<file path="src/hw/fscr_pkg.sv">
package fscr_pkg;
	// Register locations on the link
	localparam logic [7:0] ADDR_CTRL = 8'h01;
	localparam logic [7:0] ADDR_FAULT = 8'h08;
	localparam logic [7:0] ADDR_RSV_LO = 8'h09;
	localparam logic [7:0] ADDR_RSV_HI = 8'h0f;
	localparam logic [7:0] ADDR_CLIP_MID = 8'h10;
	localparam logic [7:0] ADDR_CLIP_LOW = 8'h11;
	// Field positions
	localparam int CTRL_SD_BIT = 0;
	localparam int FLT_CLK_BIT = 3;
	localparam int FLT_OC_BIT = 2;
	localparam int FLT_DC_BIT = 1;
	localparam int FLT_OT_BIT = 0;
	localparam int OC_SEL_LSB = 4;
	localparam int CLIP_LOW_LSB = 2;
	localparam int CLIP_W = 20;
	localparam int CLIP_UPPER_W = 6;
	// Reset values and reserved masks
	localparam logic [7:0] CTRL_RST = 8'h00;
	localparam logic [1:0] OC_SEL_RST = 2'h0;
	localparam logic [7:0] CLIP_MID_RST = 8'hff;
	localparam logic [7:0] CLIP_LOW_RST = 8'hfc;
	localparam logic [7:0] FAULT_RSV_MASK = 8'hc0;
	localparam logic [7:0] FAULT_RSV_VAL = 8'h00;
	localparam logic [7:0] CLIP_LOW_RSV_MASK = 8'h03;
	localparam logic [7:0] CLIP_LOW_RSV_VAL = 8'h00;
	localparam logic [5:0] CLIP_UPPER_DEF = 6'h3f;
	// Overcurrent scaling codes
	localparam logic [1:0] OC_FULL = 2'h0;
	localparam logic [1:0] OC_75 = 2'h1;
	localparam logic [1:0] OC_50 = 2'h2;
	localparam logic [1:0] OC_25 = 2'h3;
	// Timing
	localparam int CLK_PERIOD_NS = 100;
	localparam int CLK_STOP_NS = 10000;
	localparam int CLK_STOP_CYCLES = CLK_STOP_NS / CLK_PERIOD_NS;
	// Host side Avalon map, byte addresses
	localparam logic [4:0] AV_CMD = 5'h00;
	localparam logic [4:0] AV_STATUS = 5'h04;
	localparam logic [4:0] AV_IRQ_STAT = 5'h08;
	localparam logic [4:0] AV_IRQ_MASK = 5'h0c;
	localparam logic [4:0] AV_SHUTDOWN = 5'h10;
	localparam int CMD_DATA_LSB = 8;
	localparam int CMD_WR_BIT = 16;
	localparam int STAT_BUSY_BIT = 0;
	localparam int STAT_DATA_LSB = 8;
	localparam int IRQ_DONE_BIT = 0;
	localparam int IRQ_REFUSED_BIT = 1;
	localparam int IRQ_W = 2;
	typedef enum logic [2:0] {
		HST_IDLE = 3'b001,
		HST_ISSUE = 3'b010,
		HST_WAIT = 3'b100
	} fscr_host_state_e;
endpackage

</file>
<file path="src/hw/fscr_link_if.sv">
`timescale 1ns/1ps
`default_nettype none
interface fscr_link_if;
	logic [7:0] regAddr;
	logic [7:0] regWdata;
	logic [7:0] regRdata;
	logic regWrite;
	logic regRead;
	logic regAck;
	logic speakerShutdownN;
	modport device(input regAddr, input regWdata, input regWrite, input regRead,
		input speakerShutdownN, output regRdata, output regAck);
	modport host(output regAddr, output regWdata, output regWrite, output regRead,
		output speakerShutdownN, input regRdata, input regAck);
endinterface
`default_nettype wire

</file>
<file path="src/hw/fscr_device.sv">
`timescale 1ns/1ps
`default_nettype none
module fscr_device #(
	parameter int SAMPLE_W = 24,
	parameter int CUR_W = 12,
	parameter logic [11:0] OC_NOMINAL = 12'h800,
	parameter logic [11:0] DC_LIMIT = 12'h100,
	parameter int CLK_STOP_LIMIT = fscr_pkg::CLK_STOP_CYCLES
) (
	input wire logic clk,
	input wire logic rst_n,
	fscr_link_if.device link,
	input wire logic bitClock,
	input wire logic [CUR_W-1:0] outputCurrent,
	input wire logic [CUR_W-1:0] outputOffset,
	input wire logic dieOverTemp,
	input wire logic sampleValid,
	input wire logic signed [SAMPLE_W-1:0] sampleIn,
	output logic signed [SAMPLE_W-1:0] sampleOut,
	output logic sampleOutValid,
	output logic running
);
	function automatic logic [CUR_W-1:0] scaleTrip(input logic [1:0] code);
		logic [CUR_W-1:0] nom;
		nom = OC_NOMINAL[CUR_W-1:0];
		unique case (code)
			fscr_pkg::OC_FULL: scaleTrip = nom;
			fscr_pkg::OC_75: scaleTrip = nom - (nom >> 2);
			fscr_pkg::OC_50: scaleTrip = nom >> 1;
			fscr_pkg::OC_25: scaleTrip = nom >> 2;
		endcase
	endfunction

	logic [7:0] ctrl_reg;
	logic [1:0] ocSel_reg;
	logic [7:0] clipMid_reg;
	logic [7:0] clipLow_reg;
	// Latched faults sit at their own fault register bit positions
	wire logic [fscr_pkg::FLT_OC_BIT:fscr_pkg::FLT_OT_BIT] faultEvent;
	wire logic [fscr_pkg::FLT_OC_BIT:fscr_pkg::FLT_OT_BIT] faultLatched;
	logic clkErr_reg;
	logic bitClockPrev_reg;
	logic [$clog2(CLK_STOP_LIMIT+1)-1:0] stopCount_reg;
	logic [7:0] rdata_reg;
	logic ack_reg;
	logic signed [SAMPLE_W-1:0] sampleOut_reg;
	logic sampleOutValid_reg;

	// Shutdown is the OR of both paths; either one can clear latched faults
	wire logic shutdownActive = !link.speakerShutdownN || !ctrl_reg[fscr_pkg::CTRL_SD_BIT];
	wire logic [CUR_W-1:0] ocTrip = scaleTrip(ocSel_reg);
	wire logic ocEvent = outputCurrent > ocTrip;
	wire logic dcEvent = outputOffset > DC_LIMIT[CUR_W-1:0];
	assign faultEvent[fscr_pkg::FLT_OC_BIT] = ocEvent;
	assign faultEvent[fscr_pkg::FLT_DC_BIT] = dcEvent;
	// Temperature has no threshold here; the sensor flag itself is the event
	assign faultEvent[fscr_pkg::FLT_OT_BIT] = dieOverTemp;
	wire logic overcurrentError = faultLatched[fscr_pkg::FLT_OC_BIT];
	wire logic outputOffsetError = faultLatched[fscr_pkg::FLT_DC_BIT];
	wire logic overTempError = faultLatched[fscr_pkg::FLT_OT_BIT];
	wire logic bitClockEdge = bitClock != bitClockPrev_reg;
	wire logic clkStopped = stopCount_reg == ($bits(stopCount_reg))'(CLK_STOP_LIMIT);
	wire logic [fscr_pkg::CLIP_W-1:0] clipThresholdLevel = {fscr_pkg::CLIP_UPPER_DEF,
		clipMid_reg, clipLow_reg[7:fscr_pkg::CLIP_LOW_LSB]};
	// Negative bound mirrors the positive one, so both excursions clip alike
	wire logic signed [SAMPLE_W-1:0] clipPos = SAMPLE_W'(clipThresholdLevel);
	wire logic signed [SAMPLE_W-1:0] clipNeg = -clipPos;
	wire logic signed [SAMPLE_W-1:0] clipped = (sampleIn > clipPos) ? clipPos :
		(sampleIn < clipNeg) ? clipNeg : sampleIn;
	// Clock error halts output but recovers on its own
	wire logic runNow = !shutdownActive && !overcurrentError && !outputOffsetError
		&& !overTempError && !clkErr_reg;
	// Reserved fault register bits always read back as their default
	logic [7:0] faultView;
	always_comb begin
		faultView = fscr_pkg::FAULT_RSV_VAL;
		faultView[fscr_pkg::OC_SEL_LSB +: 2] = ocSel_reg;
		faultView[fscr_pkg::FLT_CLK_BIT] = clkErr_reg;
		faultView[fscr_pkg::FLT_OC_BIT:fscr_pkg::FLT_OT_BIT] = faultLatched;
	end
	wire logic [7:0] rdMux =
		(link.regAddr == fscr_pkg::ADDR_CTRL) ? ctrl_reg :
		(link.regAddr == fscr_pkg::ADDR_FAULT) ? faultView :
		(link.regAddr == fscr_pkg::ADDR_CLIP_MID) ? clipMid_reg :
		(link.regAddr == fscr_pkg::ADDR_CLIP_LOW) ? clipLow_reg : 8'h00;
	wire logic wrCtrl = link.regWrite && link.regAddr == fscr_pkg::ADDR_CTRL;
	wire logic wrFault = link.regWrite && link.regAddr == fscr_pkg::ADDR_FAULT;
	wire logic wrMid = link.regWrite && link.regAddr == fscr_pkg::ADDR_CLIP_MID;
	wire logic wrLow = link.regWrite && link.regAddr == fscr_pkg::ADDR_CLIP_LOW;

	always_ff @(posedge clk or negedge rst_n) begin
		if (!rst_n) begin
			ctrl_reg <= fscr_pkg::CTRL_RST;
		end else begin
			if (wrCtrl) begin
				ctrl_reg <= link.regWdata;
			end
		end
	end

	// Only the scaling field of the fault register is writable
	always_ff @(posedge clk or negedge rst_n) begin
		if (!rst_n) begin
			ocSel_reg <= fscr_pkg::OC_SEL_RST;
		end else begin
			if (wrFault) begin
				ocSel_reg <= link.regWdata[fscr_pkg::OC_SEL_LSB +: 2];
			end
		end
	end

	always_ff @(posedge clk or negedge rst_n) begin
		if (!rst_n) begin
			clipMid_reg <= fscr_pkg::CLIP_MID_RST;
		end else begin
			if (wrMid) begin
				clipMid_reg <= link.regWdata;
			end
		end
	end

	always_ff @(posedge clk or negedge rst_n) begin
		if (!rst_n) begin
			clipLow_reg <= fscr_pkg::CLIP_LOW_RST;
		end else begin
			if (wrLow) begin
				clipLow_reg <= link.regWdata;
			end
		end
	end

	// Faults clear only in shutdown; a condition still present wins over the clear
	for (genvar g = fscr_pkg::FLT_OT_BIT; g <= fscr_pkg::FLT_OC_BIT; g++) begin : faultLatch
		logic held_reg;
		always_ff @(posedge clk or negedge rst_n) begin
			if (!rst_n) begin
				held_reg <= 1'b0;
			end else begin
				held_reg <= faultEvent[g] || (held_reg && !shutdownActive);
			end
		end
		assign faultLatched[g] = held_reg;
	end

	// A stalled bit clock is seen only after the stop window; shorter gaps are tolerated
	// The counter stops at the limit so a long stall never wraps back to valid
	always_ff @(posedge clk or negedge rst_n) begin
		if (!rst_n) begin
			bitClockPrev_reg <= 1'b0;
			stopCount_reg <= '0;
			clkErr_reg <= 1'b0;
		end else begin
			bitClockPrev_reg <= bitClock;
			if (bitClockEdge) begin
				stopCount_reg <= '0;
			end else if (!clkStopped) begin
				stopCount_reg <= stopCount_reg + 1'b1;
			end
			clkErr_reg <= clkStopped && !bitClockEdge;
		end
	end

	always_ff @(posedge clk or negedge rst_n) begin
		if (!rst_n) begin
			rdata_reg <= 8'h00;
			ack_reg <= 1'b0;
		end else begin
			ack_reg <= link.regWrite || link.regRead;
			if (link.regRead) begin
				rdata_reg <= rdMux;
			end
		end
	end

	// A sample arriving while halted is output as zero rather than the last sample
	always_ff @(posedge clk or negedge rst_n) begin
		if (!rst_n) begin
			sampleOut_reg <= '0;
			sampleOutValid_reg <= 1'b0;
		end else begin
			sampleOutValid_reg <= sampleValid && runNow;
			if (sampleValid) begin
				sampleOut_reg <= runNow ? clipped : '0;
			end
		end
	end

	assign link.regRdata = rdata_reg;
	assign link.regAck = ack_reg;
	assign sampleOut = sampleOut_reg;
	assign sampleOutValid = sampleOutValid_reg;
	assign running = runNow;
endmodule
`default_nettype wire

</file>
<file path="src/flat_wrapper.sv">
// flat-port wrapper written by rule: the top's interface ports become plain ports
module fscr_device_flat 
#(
	parameter int SAMPLE_W = 24,
	parameter int CUR_W = 12,
	parameter logic [11:0] OC_NOMINAL = 12'h800,
	parameter logic [11:0] DC_LIMIT = 12'h100,
	parameter int CLK_STOP_LIMIT = fscr_pkg::CLK_STOP_CYCLES
)
  (clk, rst_n, bitClock, outputCurrent, outputOffset, dieOverTemp, sampleValid, sampleIn, sampleOut, sampleOutValid, running, link_regAddr, link_regWdata, link_regWrite, link_regRead, link_speakerShutdownN, link_regRdata, link_regAck);
  fscr_link_if link_i ();
  input wire logic clk;
  input wire logic rst_n;
  input wire logic bitClock;
  input wire logic [CUR_W-1:0] outputCurrent;
  input wire logic [CUR_W-1:0] outputOffset;
  input wire logic dieOverTemp;
  input wire logic sampleValid;
  input wire logic signed [SAMPLE_W-1:0] sampleIn;
  output logic signed [SAMPLE_W-1:0] sampleOut;
  output logic sampleOutValid;
  output logic running;
  input wire logic [$bits(link_i.regAddr)-1:0] link_regAddr;
  input wire logic [$bits(link_i.regWdata)-1:0] link_regWdata;
  input wire logic [$bits(link_i.regWrite)-1:0] link_regWrite;
  input wire logic [$bits(link_i.regRead)-1:0] link_regRead;
  input wire logic [$bits(link_i.speakerShutdownN)-1:0] link_speakerShutdownN;
  output wire logic [$bits(link_i.regRdata)-1:0] link_regRdata;
  output wire logic [$bits(link_i.regAck)-1:0] link_regAck;
  assign link_i.regAddr = link_regAddr;
  assign link_i.regWdata = link_regWdata;
  assign link_i.regWrite = link_regWrite;
  assign link_i.regRead = link_regRead;
  assign link_i.speakerShutdownN = link_speakerShutdownN;
  assign link_regRdata = link_i.regRdata;
  assign link_regAck = link_i.regAck;
  fscr_device #(.SAMPLE_W(SAMPLE_W), .CUR_W(CUR_W), .OC_NOMINAL(OC_NOMINAL), .DC_LIMIT(DC_LIMIT), .CLK_STOP_LIMIT(CLK_STOP_LIMIT)) u_core (.clk(clk), .rst_n(rst_n), .link(link_i), .bitClock(bitClock), .outputCurrent(outputCurrent), .outputOffset(outputOffset), .dieOverTemp(dieOverTemp), .sampleValid(sampleValid), .sampleIn(sampleIn), .sampleOut(sampleOut), .sampleOutValid(sampleOutValid), .running(running));
endmodule
</file>
<file path="config.mk">
export PLATFORM = sky130hd
export DESIGN_NAME = fscr_device_flat
export DESIGN_NICKNAME = d
export VERILOG_FILES = /design/src/hw/fscr_pkg.sv /design/src/hw/fscr_link_if.sv /design/src/hw/fscr_device.sv /design/src/flat_wrapper.sv
export SDC_FILE = /design/constraint.sdc
export NUM_CORES = 1
export LEC_CHECK = 0
export BUFFER_PORTS_ARGS = -buffer_cell sky130_fd_sc_hd__buf_2
export CORE_MARGIN = 10
export CORE_UTILIZATION = 51
export DETAILED_ROUTE_END_ITERATION = 8
export GPL_TIMING_DRIVEN = 1
export MAX_ROUTING_LAYER = met4
export PLACE_DENSITY_LB_ADDON = 0.05
export REMOVE_ABC_BUFFERS = 1
export SKIP_CTS_REPAIR_TIMING = 1
export SYNTH_ARGS = -nofsm -noshare
export SYNTH_HDL_FRONTEND = slang
export SYNTH_SLANG_ARGS = --single-unit
export TNS_END_PERCENT = 1
</file>
<file path="constraint.sdc">
create_clock -name clk -period 10.3 [get_ports clk]
set_clock_uncertainty 0.05 [all_clocks]
set_input_delay 2.06 -clock clk [delete_from_list [all_inputs] [get_ports clk]]
set_output_delay 2.06 -clock clk [all_outputs]
set_load 0.02 [all_outputs]
</file>
Word-level counts from Yosys, hierarchy flattened
Cells that the tools add are included.

Logic and storage cells: 67. Output and inout port bits: 35. Register bits after elaboration: 72. Input port bits: 72.

Reductions and logical operators: 27. Mux-type cells: 10. Equal/unequal tests: 10. $lt $le $gt $ge: 4. $add $sub $neg: 2.

Operator list (count): $mux W24 (3); $pmux W12 S4 (1); $mux W8 (4); $gt A24 B21 Y1 (1); $lt A24 B24 Y1 (1); $neg A20 Y24 (1); $eq A8 B5 Y1 const B (2); $mux W7 (2); $logic_and A1 B1 Y1 (13); $gt A12 B12 Y1 (1); $gt A12 B9 Y1 const B (1); $eq A8 B1 Y1 const B (1); $eq A8 B4 Y1 const B (1); $logic_not A1 Y1 (8); $add A7 B1 Y7 const B (1); $eq A7 B7 Y1 const B (1); $logic_or A1 B1 Y1 (5); $eq A2 B2 Y1 const B (2); $eq A2 B1 Y1 const B (1); $logic_not A2 Y1 (1); $ne A2 B1 Y1 const B (1); $ne A1 B1 Y1 (1).

Depth between registers and ports, before layout
Depth in word-level cells: 8. Mapped depth: 18. Depth with buffers taken out: 17.

Least setup slack after synthesis
No wires, ideal clock.

Path type: input port to output port. Start point: input port link_speakerShutdownN. End point: output port running. Buffers on the path: 2. Arrival time: 2.821 ns. Data required time: 8.190 ns. Slack: 5.369 ns. Cell stages on the path: 3. Path through: and3_1 clkbuf_1 clkbuf_1.

Word-level cells in the longest chain between the ends: 7.

RTL lines: start, declared (RTL line flat_wrapper.sv:27) `input wire logic [$bits(link_i.speakerShutdownN)-1:0] link_speakerShutdownN;`; $logic_not A1 Y1 (RTL line fscr_device.sv:50) `wire logic shutdownActive = !link.speakerShutdownN || !ctrl_reg[fscr_pkg::CTRL_SD_BIT];`; $logic_or A1 B1 Y1 (RTL line fscr_device.sv:50); $logic_not A1 Y1 (RTL line fscr_device.sv:71) `wire logic runNow = !shutdownActive && !overcurrentError && !outputOffsetError`; $logic_and A1 B1 Y1 (2 in a row) (RTL line fscr_device.sv:71); $logic_and A1 B1 Y1 (2 in a row) (RTL line fscr_device.sv:72) `&& !overTempError && !clkErr_reg;`; end, declared (RTL line flat_wrapper.sv:22) `output logic running;`.

No other way between the ends.

Worst setup path in the final report
Start point: input port sampleIn[19]. End point: register u_core.sampleOut_reg[11], in the netlist u_core.sampleOut[11].

Word-level cells in the longest chain between the ends: 4. Elaborated cells on any way between the ends: 5.

RTL lines: start, declared (RTL line flat_wrapper.sv:19) `input wire logic signed [SAMPLE_W-1:0] sampleIn;`; $lt A24 B24 Y1 (RTL line fscr_device.sv:69) `(sampleIn < clipNeg) ? clipNeg : sampleIn;`; $mux W24 (RTL line fscr_device.sv:69); $mux W24 (*) (RTL line fscr_device.sv:68) `wire logic signed [SAMPLE_W-1:0] clipped = (sampleIn > clipPos) ? clipPos :`; $mux W24 (*) (RTL line fscr_device.sv:183) `sampleOut_reg <= runNow ? clipped : '0;`; end signal, assigned (RTL line fscr_device.sv:183); end, declared (RTL line fscr_device.sv:46) `logic signed [SAMPLE_W-1:0] sampleOut_reg;`.

Every way passes the cells marked *; elsewhere a longest branch is shown, timed or not. A chain may end at the register's enable or synchronous reset.

==> flow_summary.ini <==
[run_status]
status = finished, final reports clean

[route]
drtPass1Iterations = 4
drt_iter0_drc = 222
ant_nets = 0
drcViolationCount = 0
routed_wl_microns = 11900
post_drt_wl_per_cell_microns = 17.5
vias = 3898
vias_per_cell = 5.76

[finish]
largest_reg_flops = 24
regArea_sq_um = 1820
nNetsFinal = 674
fillCellCount = 806
n_antenna_cell = 0
synthToLayoutAreaGrowth_pct = 17.5
multi_input_area_sq_um = 2410
layout-drive-gt1-share_pct = 30.4

[place]
dp_hpwl_microns = 9050
place.port_buffers = 106
gp_congestion = 0.894

[logic_synthesis]
avgSynthCellArea_sq_um = 9.67
yosysMostFrequentCell = dfrtp_1
synth_top_area_cell = dfrtp_1
async_flop_share_pct = 100
muxShareOfSynthArea_pct = 6.94
synth.distinct_cells = 52
synth_ff_type = dfrtp_1
synthCells = 468
synth_compound_area_share_pct = 16.9
synth_xor_area_share_pct = 3.10
synth.area.top_cells = dfrtp_1, ha_1, dfstp_2
yosysWarnings = 0
synthSimpleGateAreaFrac_pct = 15.7
netlist.area_leader.share_pct = 32.1
syn-cell-area_sq_um = 4530
synth_seq_cells = 72
synth_enable_flop_cells = 0
ys_seq_area_share_pct = 40.2
synth_top_family_by_area = compound AO/OA/AOI/OAI gates
synth_commonest_cells = dfrtp_1, inv_1, ha_1
synth_fa_ha_area_share_pct = 10.5

[clock_tree]
cts_buffers = 9
cts.sinks = 72
cts_tree = built
clock_latency_ns = 0.35
clock_path_buffers = 2
cts-root-buf = clkbuf_8
cts_max_level = 3
clk_pin_slew_ns = 0.08

[sta]
finalSetupViolations = 0
tns_ns = 0
slew_headroom_pct = 39.4
drv_slew = 0
fmaxAchievable_ghz = 0.194
tightest_slew_ns = 0.908
layout_min_cycle_time_ns = 5.15
hold_violations = 0
period_share_pct = 50.0
rsz0062_at_grt = no

[worst_setup_path]
crit_type = in -> reg
max_stage_delay_ns = 0.70
crit_required_ns = 10.48
worstPathArrival_ns = 5.33
endpoint_kind = register
critPathBufInv = 2
crit_chain = buf_2, or4_1, a2111oi_0, nand2_1, o21ai_0, ha_1, clkinv_1, o21a_1, o311ai_0
cp_num_cells = 9
slowest_stage = clkinv_1
r2r_cells = 13
crit_path_max_fanout = 26
critPathLaunchType = primary input
crit_family = compound AO/OA/AOI/OAI gates

[floorplanning]
initial_core_util_pct = 52.1
fp.coreArea_sq_um = 8680
die_area_sq_um = 13000
io_pins = 107
die_y_microns = 114
rows = 34
die_w_microns = 114

[grt]
grt_pass1_vias = 4037
overflow = 0
antenna_found_initial = 0
grt.total_usage_pct = 18.8
grt_max_degree = 73
grt_pass1_wl_microns = 19700

[power]
leakage_nw = 2.48
power_density_nw_per_um2 = 132
power.total_mw = 0.701
peakVddDrop_v = 0.0000801

[run]
max_cap_viol_count = 0

[min_path]
whs_path_depth = 2
hold_class = reg -> reg
per-stage QoR:
step                      hold WS, ns  cells  setup WS (ns)  util, %  cell area [sq um]
after floorplan                 0.428    444           5.56        -               4420
after global placement          0.428    661           4.96     58.8               5100
after detailed placement        0.432    661           4.79     58.8               5100
after CTS                       0.454    677           5.17     61.3               5320
after global routing            0.465    677           4.86     61.3               5320
final                           0.447    677           5.15     61.3               5320
layout make-up:
type | count | share of cell area [%]
Clock inverter | 6 | 1.60
Inverter | 51 | 3.60
Multi-Input combinational cell | 321 | 45.2
Tap cell | 108 | 2.54
Timing Repair Buffer | 109 | 10.4
Clock buffer | 10 | 2.40
Sequential cell | 72 | 34.2
worst reg2reg max path: cells and delay by family, from the launching register on:
kind	cells	cell delay (ns)
adders and majority gates	2	0.67
and+or+nand+nor	4	1.19
AOI/OAI and AO/OA	5	1.58
DFF	1	0.43
xor gates and xnor gates	1	0.19
buffers and inverters	1	0.71
path summary, 6_finish.rpt:
check	endpoint	start	slack, ns
max	u_core.sampleOut[11]	sampleIn[19]	5.15
min	u_core.sampleOut[12]	u_core.sampleOut[12]	0.45
max reg2reg	u_core.sampleOut[11]	u_core.clipLow_reg[4]	5.37
min reg2reg	u_core.sampleOut[12]	u_core.sampleOut[12]	0.45
max in group asynchronous	u_core.bitClockPrev_reg	rst_n	7.73
min in group asynchronous	u_core.sampleOut[23]	rst_n	1.86
per-layer routing:
metal / GRT usage, % / share of wire, % / vias to the layer above
met5: - / 0 / -
met4: 4.85 / 1.1 / 0
met1: 24.3 / 46 / 1890
met3: 3.51 / 4.6 / 12
met2: 29.6 / 48 / 94
li1: - / - / 1902
cells by family after synthesis:
| logic type | Yosys count |
|---|---|
| flops | 72 |
| mux | 28 |
| buf+inv | 75 |
| simple gates | 130 |
| compound gates | 109 |
| xor+xnor | 16 |
| fa+ha+maj | 38 |
placed cells by master, fill, tap and decap left out, types with 3 or more instances in the layout:
cell type	count
buf_2	106
dfrtp_1	58
inv_1	50
ha_1	38
mux2_2	27
nor2_1	23
nand2_1	21
nand4_1	19
a21oi_1	19
o21ai_0	16
dfstp_2	14
nor3_1	13
xnor2_1	13
nand3_1	12
o21a_1	12
a22oi_1	11
nand2b_1	10
o22ai_1	9
clkbuf_8	9
a31oi_1	7
nor2b_1	6
nor4_1	6
o221ai_1	6
o311ai_0	6
and3_1	4
a21o_1	4
xor2_1	3
or4_1	3
a31o_2	3
buf_4	3
report_power, final:
group | switching [mW] | internal (mW) | total [mW]
Sequential | 0.0108 | 0.295 | 0.306
Combinational | 0.0836 | 0.0661 | 0.150
Clock | 0.110 | 0.136 | 0.246
Total | 0.205 | 0.497 | 0.701
Power figures use the tool's default switching activity.
